File: src/core/tmr2_map.svh
// Register offsets, field positions, reset values and counts for the timer block.
// Function
// - Clock select 0 stops, 1 undivided, 2..7 divide by 8,32,64,128,256,1024.
// - Non-PWM pin action: 0 off, 1 toggle, 2 clear, 3 set on match.
// - Fast PWM: 2 clear on match set at TOP, 3 inverse, 1 reserved.
// - Phase-correct: 2 clear on up-match set on down-match, 3 inverse.
// - Waveform mode field selects mode and TOP; 4 and 6 reserved.
// - Compare update immediately or at TOP; overflow flag at MAX, BOTTOM or TOP.
// - Software reads and writes the 8-bit count directly.
// - A count write suppresses compare match during the next timer clock.
// - Software count write beats hardware clear, increment or decrement.
// - With no clock selected the count holds; software access still works.
// - Compare A matched continuously, raises interrupt A and drives pin A.
// - Compare B matched continuously, raises interrupt B and drives pin B.
// - PWM modes double-buffer compare values, reloaded at TOP; others bypass.
// - Software compare access reaches buffer when buffered, active value otherwise.
// - Match sets channel flag; enable and global enable raise interrupt.
// - Match flags clear on service acknowledge or by writing one.
// - A config bit selects system clock or external clock as prescaler input.
`ifndef TMR2_MAP_SVH
`define TMR2_MAP_SVH
`define TMR2_ADDR_FLAGS 8'h37
`define TMR2_ADDR_ENABLES 8'h70
`define TMR2_ADDR_CTRL_A 8'hB0
`define TMR2_ADDR_CTRL_B 8'hB1
`define TMR2_ADDR_COUNT 8'hB2
`define TMR2_ADDR_CMP_A 8'hB3
`define TMR2_ADDR_CMP_B 8'hB4
`define TMR2_ADDR_ASYNC 8'hB6
`define TMR2_BIT_OVF 0
`define TMR2_BIT_CMPA 1
`define TMR2_BIT_CMPB 2
`define TMR2_BIT_ASYNC 5
`define TMR2_ACT_A_MSB 7
`define TMR2_ACT_A_LSB 6
`define TMR2_ACT_B_MSB 5
`define TMR2_ACT_B_LSB 4
`define TMR2_MODE_LO_MSB 1
`define TMR2_MODE_LO_LSB 0
`define TMR2_MODE_HI_BIT 3
`define TMR2_CS_MSB 2
`define TMR2_CS_LSB 0
`define TMR2_RESET_BYTE 8'h00
`define TMR2_MAX 8'hFF
`define TMR2_BOTTOM 8'h00
`define TMR2_ONE 8'h01
`define TMR2_PS_ONE 10'h001
`define TMR2_PS_DIV8 10'h007
`define TMR2_PS_DIV32 10'h01F
`define TMR2_PS_DIV64 10'h03F
`define TMR2_PS_DIV128 10'h07F
`define TMR2_PS_DIV256 10'h0FF
`define TMR2_PS_DIV1024 10'h3FF
`endif

File: src/core/tmr2_pkg.sv
// Types shared by the timer block.
package tmr2_pkg;
	typedef enum logic [6:0] {
		TMR2_NORMAL = 7'h01,
		TMR2_PC_FF = 7'h02,
		TMR2_CTC = 7'h04,
		TMR2_FP_FF = 7'h08,
		TMR2_PC_A = 7'h10,
		TMR2_FP_A = 7'h20,
		TMR2_RSVD = 7'h40
	} tmr2_mode_e;
endpackage

File: src/core/tmr2_timer.sv
// Eight-bit timer with two compare channels, PWM modes and interrupt flags.
//
// Strobed register access was left to the implementer.
`timescale 1ns/1ps
`include "tmr2_map.svh"
module tmr2_timer (
	input wire logic ref_clk,
	input wire logic rst_n,
	input wire logic [7:0] reg_addr,
	input wire logic [7:0] reg_wdata,
	input wire logic reg_write,
	input wire logic reg_read,
	output logic [7:0] reg_rdata,
	input wire logic ext_clk_tick,
	input wire logic global_irq_enable,
	input wire logic irq_ack_ovf,
	input wire logic irq_ack_cmpa,
	input wire logic irq_ack_cmpb,
	output logic waveform_pin_a,
	output logic waveform_pin_a_en,
	output logic waveform_pin_b,
	output logic waveform_pin_b_en,
	output logic irq
);
	// ==========================================================
	// Registers and decode
	logic [1:0] compare_pin_action_a_q;
	logic [1:0] compare_pin_action_b_q;
	logic [2:0] waveform_mode_select_q;
	logic [2:0] clock_source_select_q;
	logic async_clock_select_q;
	logic [7:0] count_value_q;
	logic [7:0] compare_a_value_q;
	logic [7:0] compare_b_value_q;
	logic [7:0] compare_a_buf_q;
	logic [7:0] compare_b_buf_q;
	logic [2:0] irq_enable_q;
	logic [2:0] irq_flag_q;
	logic [9:0] presc_q;
	logic dir_down_q;
	logic suppress_q;
	logic ext_prev_q;
	logic wr_ctrl_a;
	logic wr_ctrl_b;
	logic wr_count;
	logic wr_cmp_a;
	logic wr_cmp_b;
	logic wr_flags;
	logic wr_en;
	logic wr_async;
	// Every write strobe is decoded to one enable per register here.
	// Writes to addresses outside the map match none of these and are dropped.
	// Reads are handled separately at the bottom of the file, so a write and
	// a read never share decode logic and the bus master may alternate freely.
	// All decodes are combinational; the registers they feed take the data on
	// the same edge that samples the strobe.
	assign wr_ctrl_a = reg_write && (reg_addr == `TMR2_ADDR_CTRL_A);
	assign wr_ctrl_b = reg_write && (reg_addr == `TMR2_ADDR_CTRL_B);
	assign wr_count = reg_write && (reg_addr == `TMR2_ADDR_COUNT);
	assign wr_cmp_a = reg_write && (reg_addr == `TMR2_ADDR_CMP_A);
	assign wr_cmp_b = reg_write && (reg_addr == `TMR2_ADDR_CMP_B);
	assign wr_flags = reg_write && (reg_addr == `TMR2_ADDR_FLAGS);
	assign wr_en = reg_write && (reg_addr == `TMR2_ADDR_ENABLES);
	assign wr_async = reg_write && (reg_addr == `TMR2_ADDR_ASYNC);

	// ==========================================================
	// Mode decode
	tmr2_pkg::tmr2_mode_e mode;
	logic is_pwm;
	logic is_fast;
	logic [7:0] top;
	// The three mode bits live in two control registers, so a mode change
	// written as two bytes passes briefly through an intermediate mode.
	// Software should stop the clock before changing mode to avoid a stray
	// period. Reserved codes decode to a state that counts like normal mode
	// but never raises the overflow flag.
	always_comb begin
		case (waveform_mode_select_q)
			3'h0: mode = tmr2_pkg::TMR2_NORMAL;
			3'h1: mode = tmr2_pkg::TMR2_PC_FF;
			3'h2: mode = tmr2_pkg::TMR2_CTC;
			3'h3: mode = tmr2_pkg::TMR2_FP_FF;
			3'h5: mode = tmr2_pkg::TMR2_PC_A;
			3'h7: mode = tmr2_pkg::TMR2_FP_A;
			default: mode = tmr2_pkg::TMR2_RSVD;
		endcase
	end
	assign is_fast = (mode == tmr2_pkg::TMR2_FP_FF) || (mode == tmr2_pkg::TMR2_FP_A);
	assign is_pwm = is_fast || (mode == tmr2_pkg::TMR2_PC_FF) || (mode == tmr2_pkg::TMR2_PC_A);
	// Register A sets TOP in CTC and the A-topped PWM modes.
	assign top = ((mode == tmr2_pkg::TMR2_CTC) || (mode == tmr2_pkg::TMR2_PC_A) ||
		(mode == tmr2_pkg::TMR2_FP_A)) ? compare_a_value_q : `TMR2_MAX;

	// ==========================================================
	// Prescaler and timer tick
	logic src_tick;
	logic [9:0] div_mask;
	logic tick;
	// The prescaler is shared by all divide ratios and is never cleared by a
	// clock-select change, so the first tick after selecting a ratio may come
	// early. This trades a predictable first period for less logic.
	// A divided tick fires when the low prescaler bits are all ones; the mask
	// for the chosen ratio picks how many bits take part.
	// With the external source selected, both the prescaler and the undivided
	// tick advance only on a rising level of the external strobe.
	// The external source is a synchronous strobe here; one edge per rising level.
	assign src_tick = async_clock_select_q ? (ext_clk_tick && !ext_prev_q) : 1'b1;
	always_comb begin
		case (clock_source_select_q)
			3'h2: div_mask = `TMR2_PS_DIV8;
			3'h3: div_mask = `TMR2_PS_DIV32;
			3'h4: div_mask = `TMR2_PS_DIV64;
			3'h5: div_mask = `TMR2_PS_DIV128;
			3'h6: div_mask = `TMR2_PS_DIV256;
			3'h7: div_mask = `TMR2_PS_DIV1024;
			default: div_mask = 10'h000;
		endcase
	end
	assign tick = src_tick && (clock_source_select_q != 3'h0) &&
		((clock_source_select_q == 3'h1) || ((presc_q & div_mask) == div_mask));

	// Free-running prescaler advances on every source edge.
	always_ff @(posedge ref_clk) begin
		if (!rst_n) begin
			presc_q <= 10'h000;
			ext_prev_q <= 1'b0;
		end else begin
			ext_prev_q <= ext_clk_tick;
			if (src_tick) begin
				presc_q <= presc_q + `TMR2_PS_ONE;
			end
		end
	end

	// ==========================================================
	// Control registers
	// Mode, pin actions, clock select and the enable mask are plain storage.
	// Reserved bits are dropped on write and read back as zero.
	// The source select takes effect on the edge after its write.
	always_ff @(posedge ref_clk) begin
		if (!rst_n) begin
			compare_pin_action_a_q <= 2'h0;
			compare_pin_action_b_q <= 2'h0;
			waveform_mode_select_q <= 3'h0;
			clock_source_select_q <= 3'h0;
			async_clock_select_q <= 1'b0;
			irq_enable_q <= 3'h0;
		end else begin
			if (wr_ctrl_a) begin
				compare_pin_action_a_q <= reg_wdata[`TMR2_ACT_A_MSB:`TMR2_ACT_A_LSB];
				compare_pin_action_b_q <= reg_wdata[`TMR2_ACT_B_MSB:`TMR2_ACT_B_LSB];
				waveform_mode_select_q[1:0] <= reg_wdata[`TMR2_MODE_LO_MSB:`TMR2_MODE_LO_LSB];
			end
			if (wr_ctrl_b) begin
				waveform_mode_select_q[2] <= reg_wdata[`TMR2_MODE_HI_BIT];
				clock_source_select_q <= reg_wdata[`TMR2_CS_MSB:`TMR2_CS_LSB];
			end
			if (wr_async) begin
				async_clock_select_q <= reg_wdata[`TMR2_BIT_ASYNC];
			end
			if (wr_en) begin
				irq_enable_q <= reg_wdata[`TMR2_BIT_CMPB:`TMR2_BIT_OVF];
			end
		end
	end

	// ==========================================================
	// Counter
	logic at_top;
	logic at_bottom;
	logic match_a;
	logic match_b;
	// The counter turns at TOP in the single-slope modes and changes
	// direction at TOP and BOTTOM in phase-correct mode. A software write
	// always wins over the hardware step in the same cycle. Matches only
	// count on tick cycles, so a prescaled timer raises each event once per
	// timer clock rather than once per system clock. Writing the count equal
	// to a compare value loses that match, as the suppression window covers it.
	assign at_top = (count_value_q == top);
	assign at_bottom = (count_value_q == `TMR2_BOTTOM);
	// Matches are continuous compares, gated after a software count write.
	assign match_a = tick && !suppress_q && (count_value_q == compare_a_value_q);
	assign match_b = tick && !suppress_q && (count_value_q == compare_b_value_q);

	always_ff @(posedge ref_clk) begin
		if (!rst_n) begin
			count_value_q <= `TMR2_RESET_BYTE;
			dir_down_q <= 1'b0;
			suppress_q <= 1'b0;
		end else begin
			// Suppression lasts until the next timer tick, even when stopped.
			if (wr_count) begin
				suppress_q <= 1'b1;
			end else if (tick) begin
				suppress_q <= 1'b0;
			end
			if (wr_count) begin
				count_value_q <= reg_wdata;
			end else if (tick) begin
				if (is_pwm && !is_fast) begin
					if (!dir_down_q) begin
						if (at_top) begin
							dir_down_q <= 1'b1;
							count_value_q <= count_value_q - `TMR2_ONE;
						end else begin
							count_value_q <= count_value_q + `TMR2_ONE;
						end
					end else if (at_bottom) begin
						dir_down_q <= 1'b0;
						count_value_q <= count_value_q + `TMR2_ONE;
					end else begin
						count_value_q <= count_value_q - `TMR2_ONE;
					end
				end else if (at_top) begin
					count_value_q <= `TMR2_BOTTOM;
					dir_down_q <= 1'b0;
				end else begin
					count_value_q <= count_value_q + `TMR2_ONE;
					dir_down_q <= 1'b0;
				end
			end
		end
	end

	// ==========================================================
	// Compare registers with double buffering
	// Reload only at TOP so a PWM period never sees a half-updated duty.
	// Writes always land in the buffer, so a read in a PWM mode returns the
	// value that will take effect, not the one in use. Outside PWM modes the
	// active value follows the write on the same edge.
	always_ff @(posedge ref_clk) begin
		if (!rst_n) begin
			compare_a_value_q <= `TMR2_RESET_BYTE;
			compare_b_value_q <= `TMR2_RESET_BYTE;
			compare_a_buf_q <= `TMR2_RESET_BYTE;
			compare_b_buf_q <= `TMR2_RESET_BYTE;
		end else begin
			if (wr_cmp_a) begin
				compare_a_buf_q <= reg_wdata;
			end
			if (wr_cmp_b) begin
				compare_b_buf_q <= reg_wdata;
			end
			if (!is_pwm) begin
				if (wr_cmp_a) begin
					compare_a_value_q <= reg_wdata;
				end
				if (wr_cmp_b) begin
					compare_b_value_q <= reg_wdata;
				end
			end else if (tick && at_top) begin
				compare_a_value_q <= compare_a_buf_q;
				compare_b_value_q <= compare_b_buf_q;
			end
		end
	end

	// ==========================================================
	// Interrupt flags
	logic ovf_evt;
	logic [2:0] set_v;
	logic [2:0] clr_v;
	// Flags are sticky: hardware events set them, and either a one written
	// to the flag register or a service acknowledge clears them.
	// The interrupt output is registered, so it follows the flags one edge
	// later and drops one edge after the last enabled flag clears.
	always_comb begin
		// Overflow at MAX for 0,2,3, at BOTTOM for phase-correct, at TOP for 7.
		case (mode)
			tmr2_pkg::TMR2_NORMAL: ovf_evt = tick && (count_value_q == `TMR2_MAX);
			tmr2_pkg::TMR2_CTC: ovf_evt = tick && (count_value_q == `TMR2_MAX);
			tmr2_pkg::TMR2_FP_FF: ovf_evt = tick && (count_value_q == `TMR2_MAX);
			tmr2_pkg::TMR2_PC_FF: ovf_evt = tick && at_bottom && dir_down_q;
			tmr2_pkg::TMR2_PC_A: ovf_evt = tick && at_bottom && dir_down_q;
			tmr2_pkg::TMR2_FP_A: ovf_evt = tick && at_top;
			default: ovf_evt = 1'b0;
		endcase
	end
	assign set_v = {match_b, match_a, ovf_evt};
	assign clr_v = ({3{wr_flags}} & reg_wdata[`TMR2_BIT_CMPB:`TMR2_BIT_OVF]) |
		{irq_ack_cmpb, irq_ack_cmpa, irq_ack_ovf};
	// A new event in the clearing cycle wins over the clear.
	always_ff @(posedge ref_clk) begin
		if (!rst_n) begin
			irq_flag_q <= 3'h0;
		end else begin
			irq_flag_q <= (irq_flag_q & ~clr_v) | set_v;
		end
	end
	always_ff @(posedge ref_clk) begin
		if (!rst_n) begin
			irq <= 1'b0;
		end else begin
			irq <= global_irq_enable && |(irq_flag_q & irq_enable_q);
		end
	end

	// ==========================================================
	// Waveform outputs
	logic pin_a_d;
	logic pin_b_d;
	// One helper computes the next pin level for either channel, from the
	// current level, its pin action and the counter state.
	// The pin keeps its level while disconnected, so reconnecting it resumes
	// from the last driven value rather than from a reset level.
	function automatic logic wave_next(input logic cur, input logic [1:0] act,
		input logic hit, input logic fast, input logic pwm, input logic dn,
		input logic attop, input logic tk);
		logic r;
		r = cur;
		if (!pwm) begin
			if (hit) begin
				case (act)
					2'h1: r = !cur;
					2'h2: r = 1'b0;
					2'h3: r = 1'b1;
					default: r = cur;
				endcase
			end
		end else if (fast) begin
			if (act[1]) begin
				if (tk && attop) begin
					r = !act[0];
				end else if (hit) begin
					r = act[0];
				end
			end
		end else if (act[1] && hit) begin
			r = act[0] ^ dn;
		end
		return r;
	endfunction
	assign pin_a_d = wave_next(waveform_pin_a, compare_pin_action_a_q, match_a, is_fast,
		is_pwm, dir_down_q, at_top, tick);
	assign pin_b_d = wave_next(waveform_pin_b, compare_pin_action_b_q, match_b, is_fast,
		is_pwm, dir_down_q, at_top, tick);
	always_ff @(posedge ref_clk) begin
		if (!rst_n) begin
			waveform_pin_a <= 1'b0;
			waveform_pin_b <= 1'b0;
			waveform_pin_a_en <= 1'b0;
			waveform_pin_b_en <= 1'b0;
		end else begin
			waveform_pin_a <= pin_a_d;
			waveform_pin_b <= pin_b_d;
			// Action 0 hands the pin back to general I/O.
			waveform_pin_a_en <= (compare_pin_action_a_q != 2'h0);
			waveform_pin_b_en <= (compare_pin_action_b_q != 2'h0);
		end
	end

	// ==========================================================
	// Read path, data one cycle after the strobe
	// Read data is zero in every cycle that does not follow a read strobe,
	// so the bus may OR several slaves together.
	always_ff @(posedge ref_clk) begin
		if (!rst_n) begin
			reg_rdata <= `TMR2_RESET_BYTE;
		end else if (reg_read) begin
			case (reg_addr)
				`TMR2_ADDR_CTRL_A: reg_rdata <= {compare_pin_action_a_q, compare_pin_action_b_q,
					2'h0, waveform_mode_select_q[1:0]};
				`TMR2_ADDR_CTRL_B: reg_rdata <= {4'h0, waveform_mode_select_q[2],
					clock_source_select_q};
				`TMR2_ADDR_COUNT: reg_rdata <= count_value_q;
				`TMR2_ADDR_CMP_A: reg_rdata <= is_pwm ? compare_a_buf_q : compare_a_value_q;
				`TMR2_ADDR_CMP_B: reg_rdata <= is_pwm ? compare_b_buf_q : compare_b_value_q;
				`TMR2_ADDR_ASYNC: reg_rdata <= {2'h0, async_clock_select_q, 5'h00};
				`TMR2_ADDR_ENABLES: reg_rdata <= {5'h00, irq_enable_q};
				`TMR2_ADDR_FLAGS: reg_rdata <= {5'h00, irq_flag_q};
				default: reg_rdata <= `TMR2_RESET_BYTE;
			endcase
		end else begin
			reg_rdata <= `TMR2_RESET_BYTE;
		end
	end
endmodule

File: config.mk
export PLATFORM = sky130hd
export DESIGN_NAME = tmr2_timer
export DESIGN_NICKNAME = d
export VERILOG_FILES = /design/src/core/tmr2_pkg.sv /design/src/core/tmr2_timer.sv
export VERILOG_INCLUDE_DIRS = /design/src /design/src/core
export SDC_FILE = /design/constraint.sdc
export NUM_CORES = 1
export LEC_CHECK = 0
export ABC_AREA = 1
export BUFFER_PORTS_ARGS = -buffer_cell sky130_fd_sc_hd__buf_2
export CAP_MARGIN = 20
export CELL_PAD_IN_SITES_DETAIL_PLACEMENT = 1
export CELL_PAD_IN_SITES_GLOBAL_PLACEMENT = 1
export CORE_MARGIN = 4
export CORE_UTILIZATION = 33
export DETAILED_ROUTE_END_ITERATION = 8
export PLACE_DENSITY_LB_ADDON = 0.2
export SYNTH_ARGS = -nofsm -noshare
export SYNTH_HDL_FRONTEND = slang
export SYNTH_SLANG_ARGS = --single-unit
File: constraint.sdc
create_clock -name ref_clk -period 1.47 [get_ports ref_clk]
set_input_delay 0.0735 -clock ref_clk [delete_from_list [all_inputs] [get_ports ref_clk]]
set_output_delay 0.0735 -clock ref_clk [all_outputs]
set_load 0.05 [all_outputs]
==> results.toml <==
[grt]
grt_first_pass_wirelength_um = 32800
overflow = 0
grt_max_degree = 48
grtUsageTotal_pct = 25.9
antenna_found_initial = 0
grt_pass1_vias = 6159

[critical_path]
crit_chain = "inv_2 > nand2_1 > nand2_2 > nor2_2 > nand3_2 > nor2_4 > nand3_4 > o21ai_1 > nand2_2 > a31oi_1 > a21oi_1"
reg2reg_to = "count_value_q[5]"
cp_slowest_cell = "dfxtp_4"
worstPathRequired_ps = 1700
critPathArrivalTime_ps = 2180
max_stage_delay_ps = 370
crit_buf_inv = 1
rr_worst_depth = 11
r2r_setup_slack_ps = -480
crit_path_frequent_cell = "nand2_2"
timing.rr.start = "count_value_q[1]"
cp.depth = 11
startpoint_type = "flop"
critPathKind = "reg -> reg"
cp_max_fo = 6
crit_family = "simple AND/OR/NAND/NOR gates"
cp-end-kind = "flop"

[sta]
worst_slack_ps = -480
setup_tns_ps = -10380
drv_slew = 0
tightestPinTransition_ps = 546
period_needed_ps = 1950
hold_violations = 0
relSlewSlack_pct = 63.3
fin_hold_ws_ps = 37.9
setup_violations = 32
rsz0062_at_grt = "yes"
fmax_mhz = 513
fin_worst_skew_ps = 7.34
final.period_utilization_pct = 133

[logic_synthesis]
synth.avg_cell_area_um2 = 6.91
syn_area_um2 = 4730
yosysUniqueCellTypes = 44
async_flop_share_pct = 0
synth_warnings = 0
syn_nets = 717
synth_edf_count = 0
synth-seq-cells = 83
ys.flop_type = "dfxtp_1"
seq_area_frac_synth_pct = 35.2
syn-instance-count = 684

[finish]
mostFrequentLayoutCell = "buf_4"
final_cell_mix = "buf_4, nand2_1, inv_1, dfxtp_1, nor2_1"
syn_to_final_growth_pct = 57.0
final_core_util_pct = 53.2
fin_area_um2 = 7420
drive_gt1_share_pct = 47.0
final_cell_count_no_fill = 1051
antennaDiodeCount = 0
final_nets = 899

[status]
status = "complete, but fails checks"
violations = "setup timing"

[clock_tree]
numCtsBuffers = 9
clock_sinks = 83
cts_tree = "yes"
clk_path_buf_depth = 2
htreeDepth = 3
clk_pin_slew_worst_paths_ps = 70
cts_root_buf = "clkbuf_16"
insertion_delay_ps = 360

[place]
gp_congestion = 0.956
portBuffers = 37
dp_cells = 997
dpl-instance-area_um2 = 6010
hpwl_um = 14400

[power]
p_per_area_nw_per_um2 = 679
p_leak_nw = 3.20
ir_drop_uv = 501

[detailed_routing]
dr.pass1.iters = 5
dr_wl_met2_um = 11300
topRoutingLayerUsed = "met4"
drc_errors = 0
drt-total-wl_um = 22500
drtAntennaViolNets = 0
vias = 5797
via_per_inst = 5.52
drt-initial-drc-count = 400
wirelength_met1_um = 8430
wl_met3_um = 1420
post_drt_wl_per_cell_um = 21.4

[worst_hold_path]
min_to = "presc_q[7]"
worstHoldStart = "rst_n"
hold_depth = 3
hold_path_class = "in -> reg"

[floorplanning]
core_um2 = 13900
num_io_pins = 38
die_area_um2 = 16300
initial_core_util_pct = 33.9
die_h_um = 128
dieWidth_um = 128
rows = 43

[run]
maxCapViolCount = 0
## synth_stat cells (3+ instances only)
master      n  area share [%]
a211oi_1   20             3.2
a211oi_2    4             1.1
a21oi_1    73             7.7
a31oi_1     5            0.66
buf_1       4            0.32
buf_2       3            0.32
buf_4       5            0.79
clkbuf_1   15             1.2
dfxtp_1    83              35
ha_1        8             2.1
inv_1      78             6.2
inv_2       9            0.71
nand2_1   112             8.9
nand3_1    31             3.3
nand4_1     7            0.93
nor2_1     89             7.1
nor2_4      3            0.71
nor3_1     11             1.2
nor4_1      7            0.93
o21a_1      8             1.3
o21ai_0    40             4.2
o221ai_1    4            0.74
o22ai_1    17             2.3
xor2_1     21             3.9
## area by class of cell
| class | count | area, µm² |
|---|---|---|
| sequential | 83 | 1710 |
| clock buffer | 10 | 239 |
| inverter | 88 | 355 |
| fill | 1715 | 6520 |
| multi-input combinational | 484 | 3230 |
| timing repair buffer | 200 | 1590 |
| clock inverter | 6 | 72.6 |
| tap | 180 | 225 |
## worst max-delay path by stage
stage	from	to	slack (ps)
after CTS	count_value_q[3]	compare_b_value_q[1]	-310
final	count_value_q[1]	count_value_q[5]	-480
after detailed placement	waveform_mode_select_q[0]	compare_b_value_q[7]	-480
after floorplan	count_value_q[3]	compare_b_value_q[5]	-140
after global routing	count_value_q[1]	count_value_q[5]	-520
after global placement	count_value_q[5]	waveform_pin_b	-320
## through the flow
stage | power, mW | setup WS (ps)
2_1_floorplan | 2.45 | -136
3_3_place_gp | 2.60 | -322
3_5_place_dp | 2.62 | -476
4_1_cts | 5.05 | -313
5_1_grt | 5.18 | -523
6_report | 5.04 | -480
## worst reg2reg max path, stage by stage (launching register included)
cell     delay, ps
dfxtp_4        370
inv_2           50
nand2_1         80
nand2_2         90
nor2_2         140
nand3_2        100
nor2_4         110
nand3_4        130
o21ai_1        240
nand2_2        170
a31oi_1        240
a21oi_1        110
## routing by layer
layer  global-route usage (%)  vias up
met5                        0        -
met4                     14.1        0
met3                     5.00      106
met2                     44.9      232
met1                     30.0     2812
li1                         -     2647
## flip-flops by register name, summed over array words and instances, names as in the netlist, 2 cells and up
| name | flops |
|---|---|
| compare_a_value_q | 8 |
| count_value_q | 8 |
| reg_rdata | 8 |
| waveform_mode_select_q | 3 |
| irq_flag_q | 3 |
| compare_b_buf_q | 8 |
| compare_a_buf_q | 8 |
| irq_enable_q | 3 |
| presc_q | 10 |
| clock_source_select_q | 3 |
| compare_pin_action_b_q | 2 |
| compare_pin_action_a_q | 2 |
| compare_b_value_q | 8 |
## logic make-up (layout without fill, tap and decap cells)
kind of cell	Yosys count	after routing	share of synthesized area (%)
XOR/XNOR	21	21	3.89
adder cells (fa/ha/maj)	8	8	2.12
AO/OA/AOI/OAI	181	181	23.1
flip-flops	83	83	35.2
AND/OR/NAND/NOR	273	274	25.5
buffers and inverters	118	304	10.2
## repair_timing
item / CTS / global route
endpoints found under the hold margin: 5 / 0
endpoints found under the setup margin: 40 / 43
cloned: 4 / 0
pin swaps: 27 / 50
hold buffers: 5 / 0
setup buffers: 19 / 13
gates resized for setup: 89 / 143
## power breakdown
part | internal (mW) | switching, mW | leakage, nW
registers | 2.25 | 0.0113 | 0.683
clock network | 1.38 | 1.05 | 0.150
logic | 0.130 | 0.222 | 2.37
total | 3.76 | 1.28 | 3.20
No activity file was read; power rests on OpenSTA's default activity.
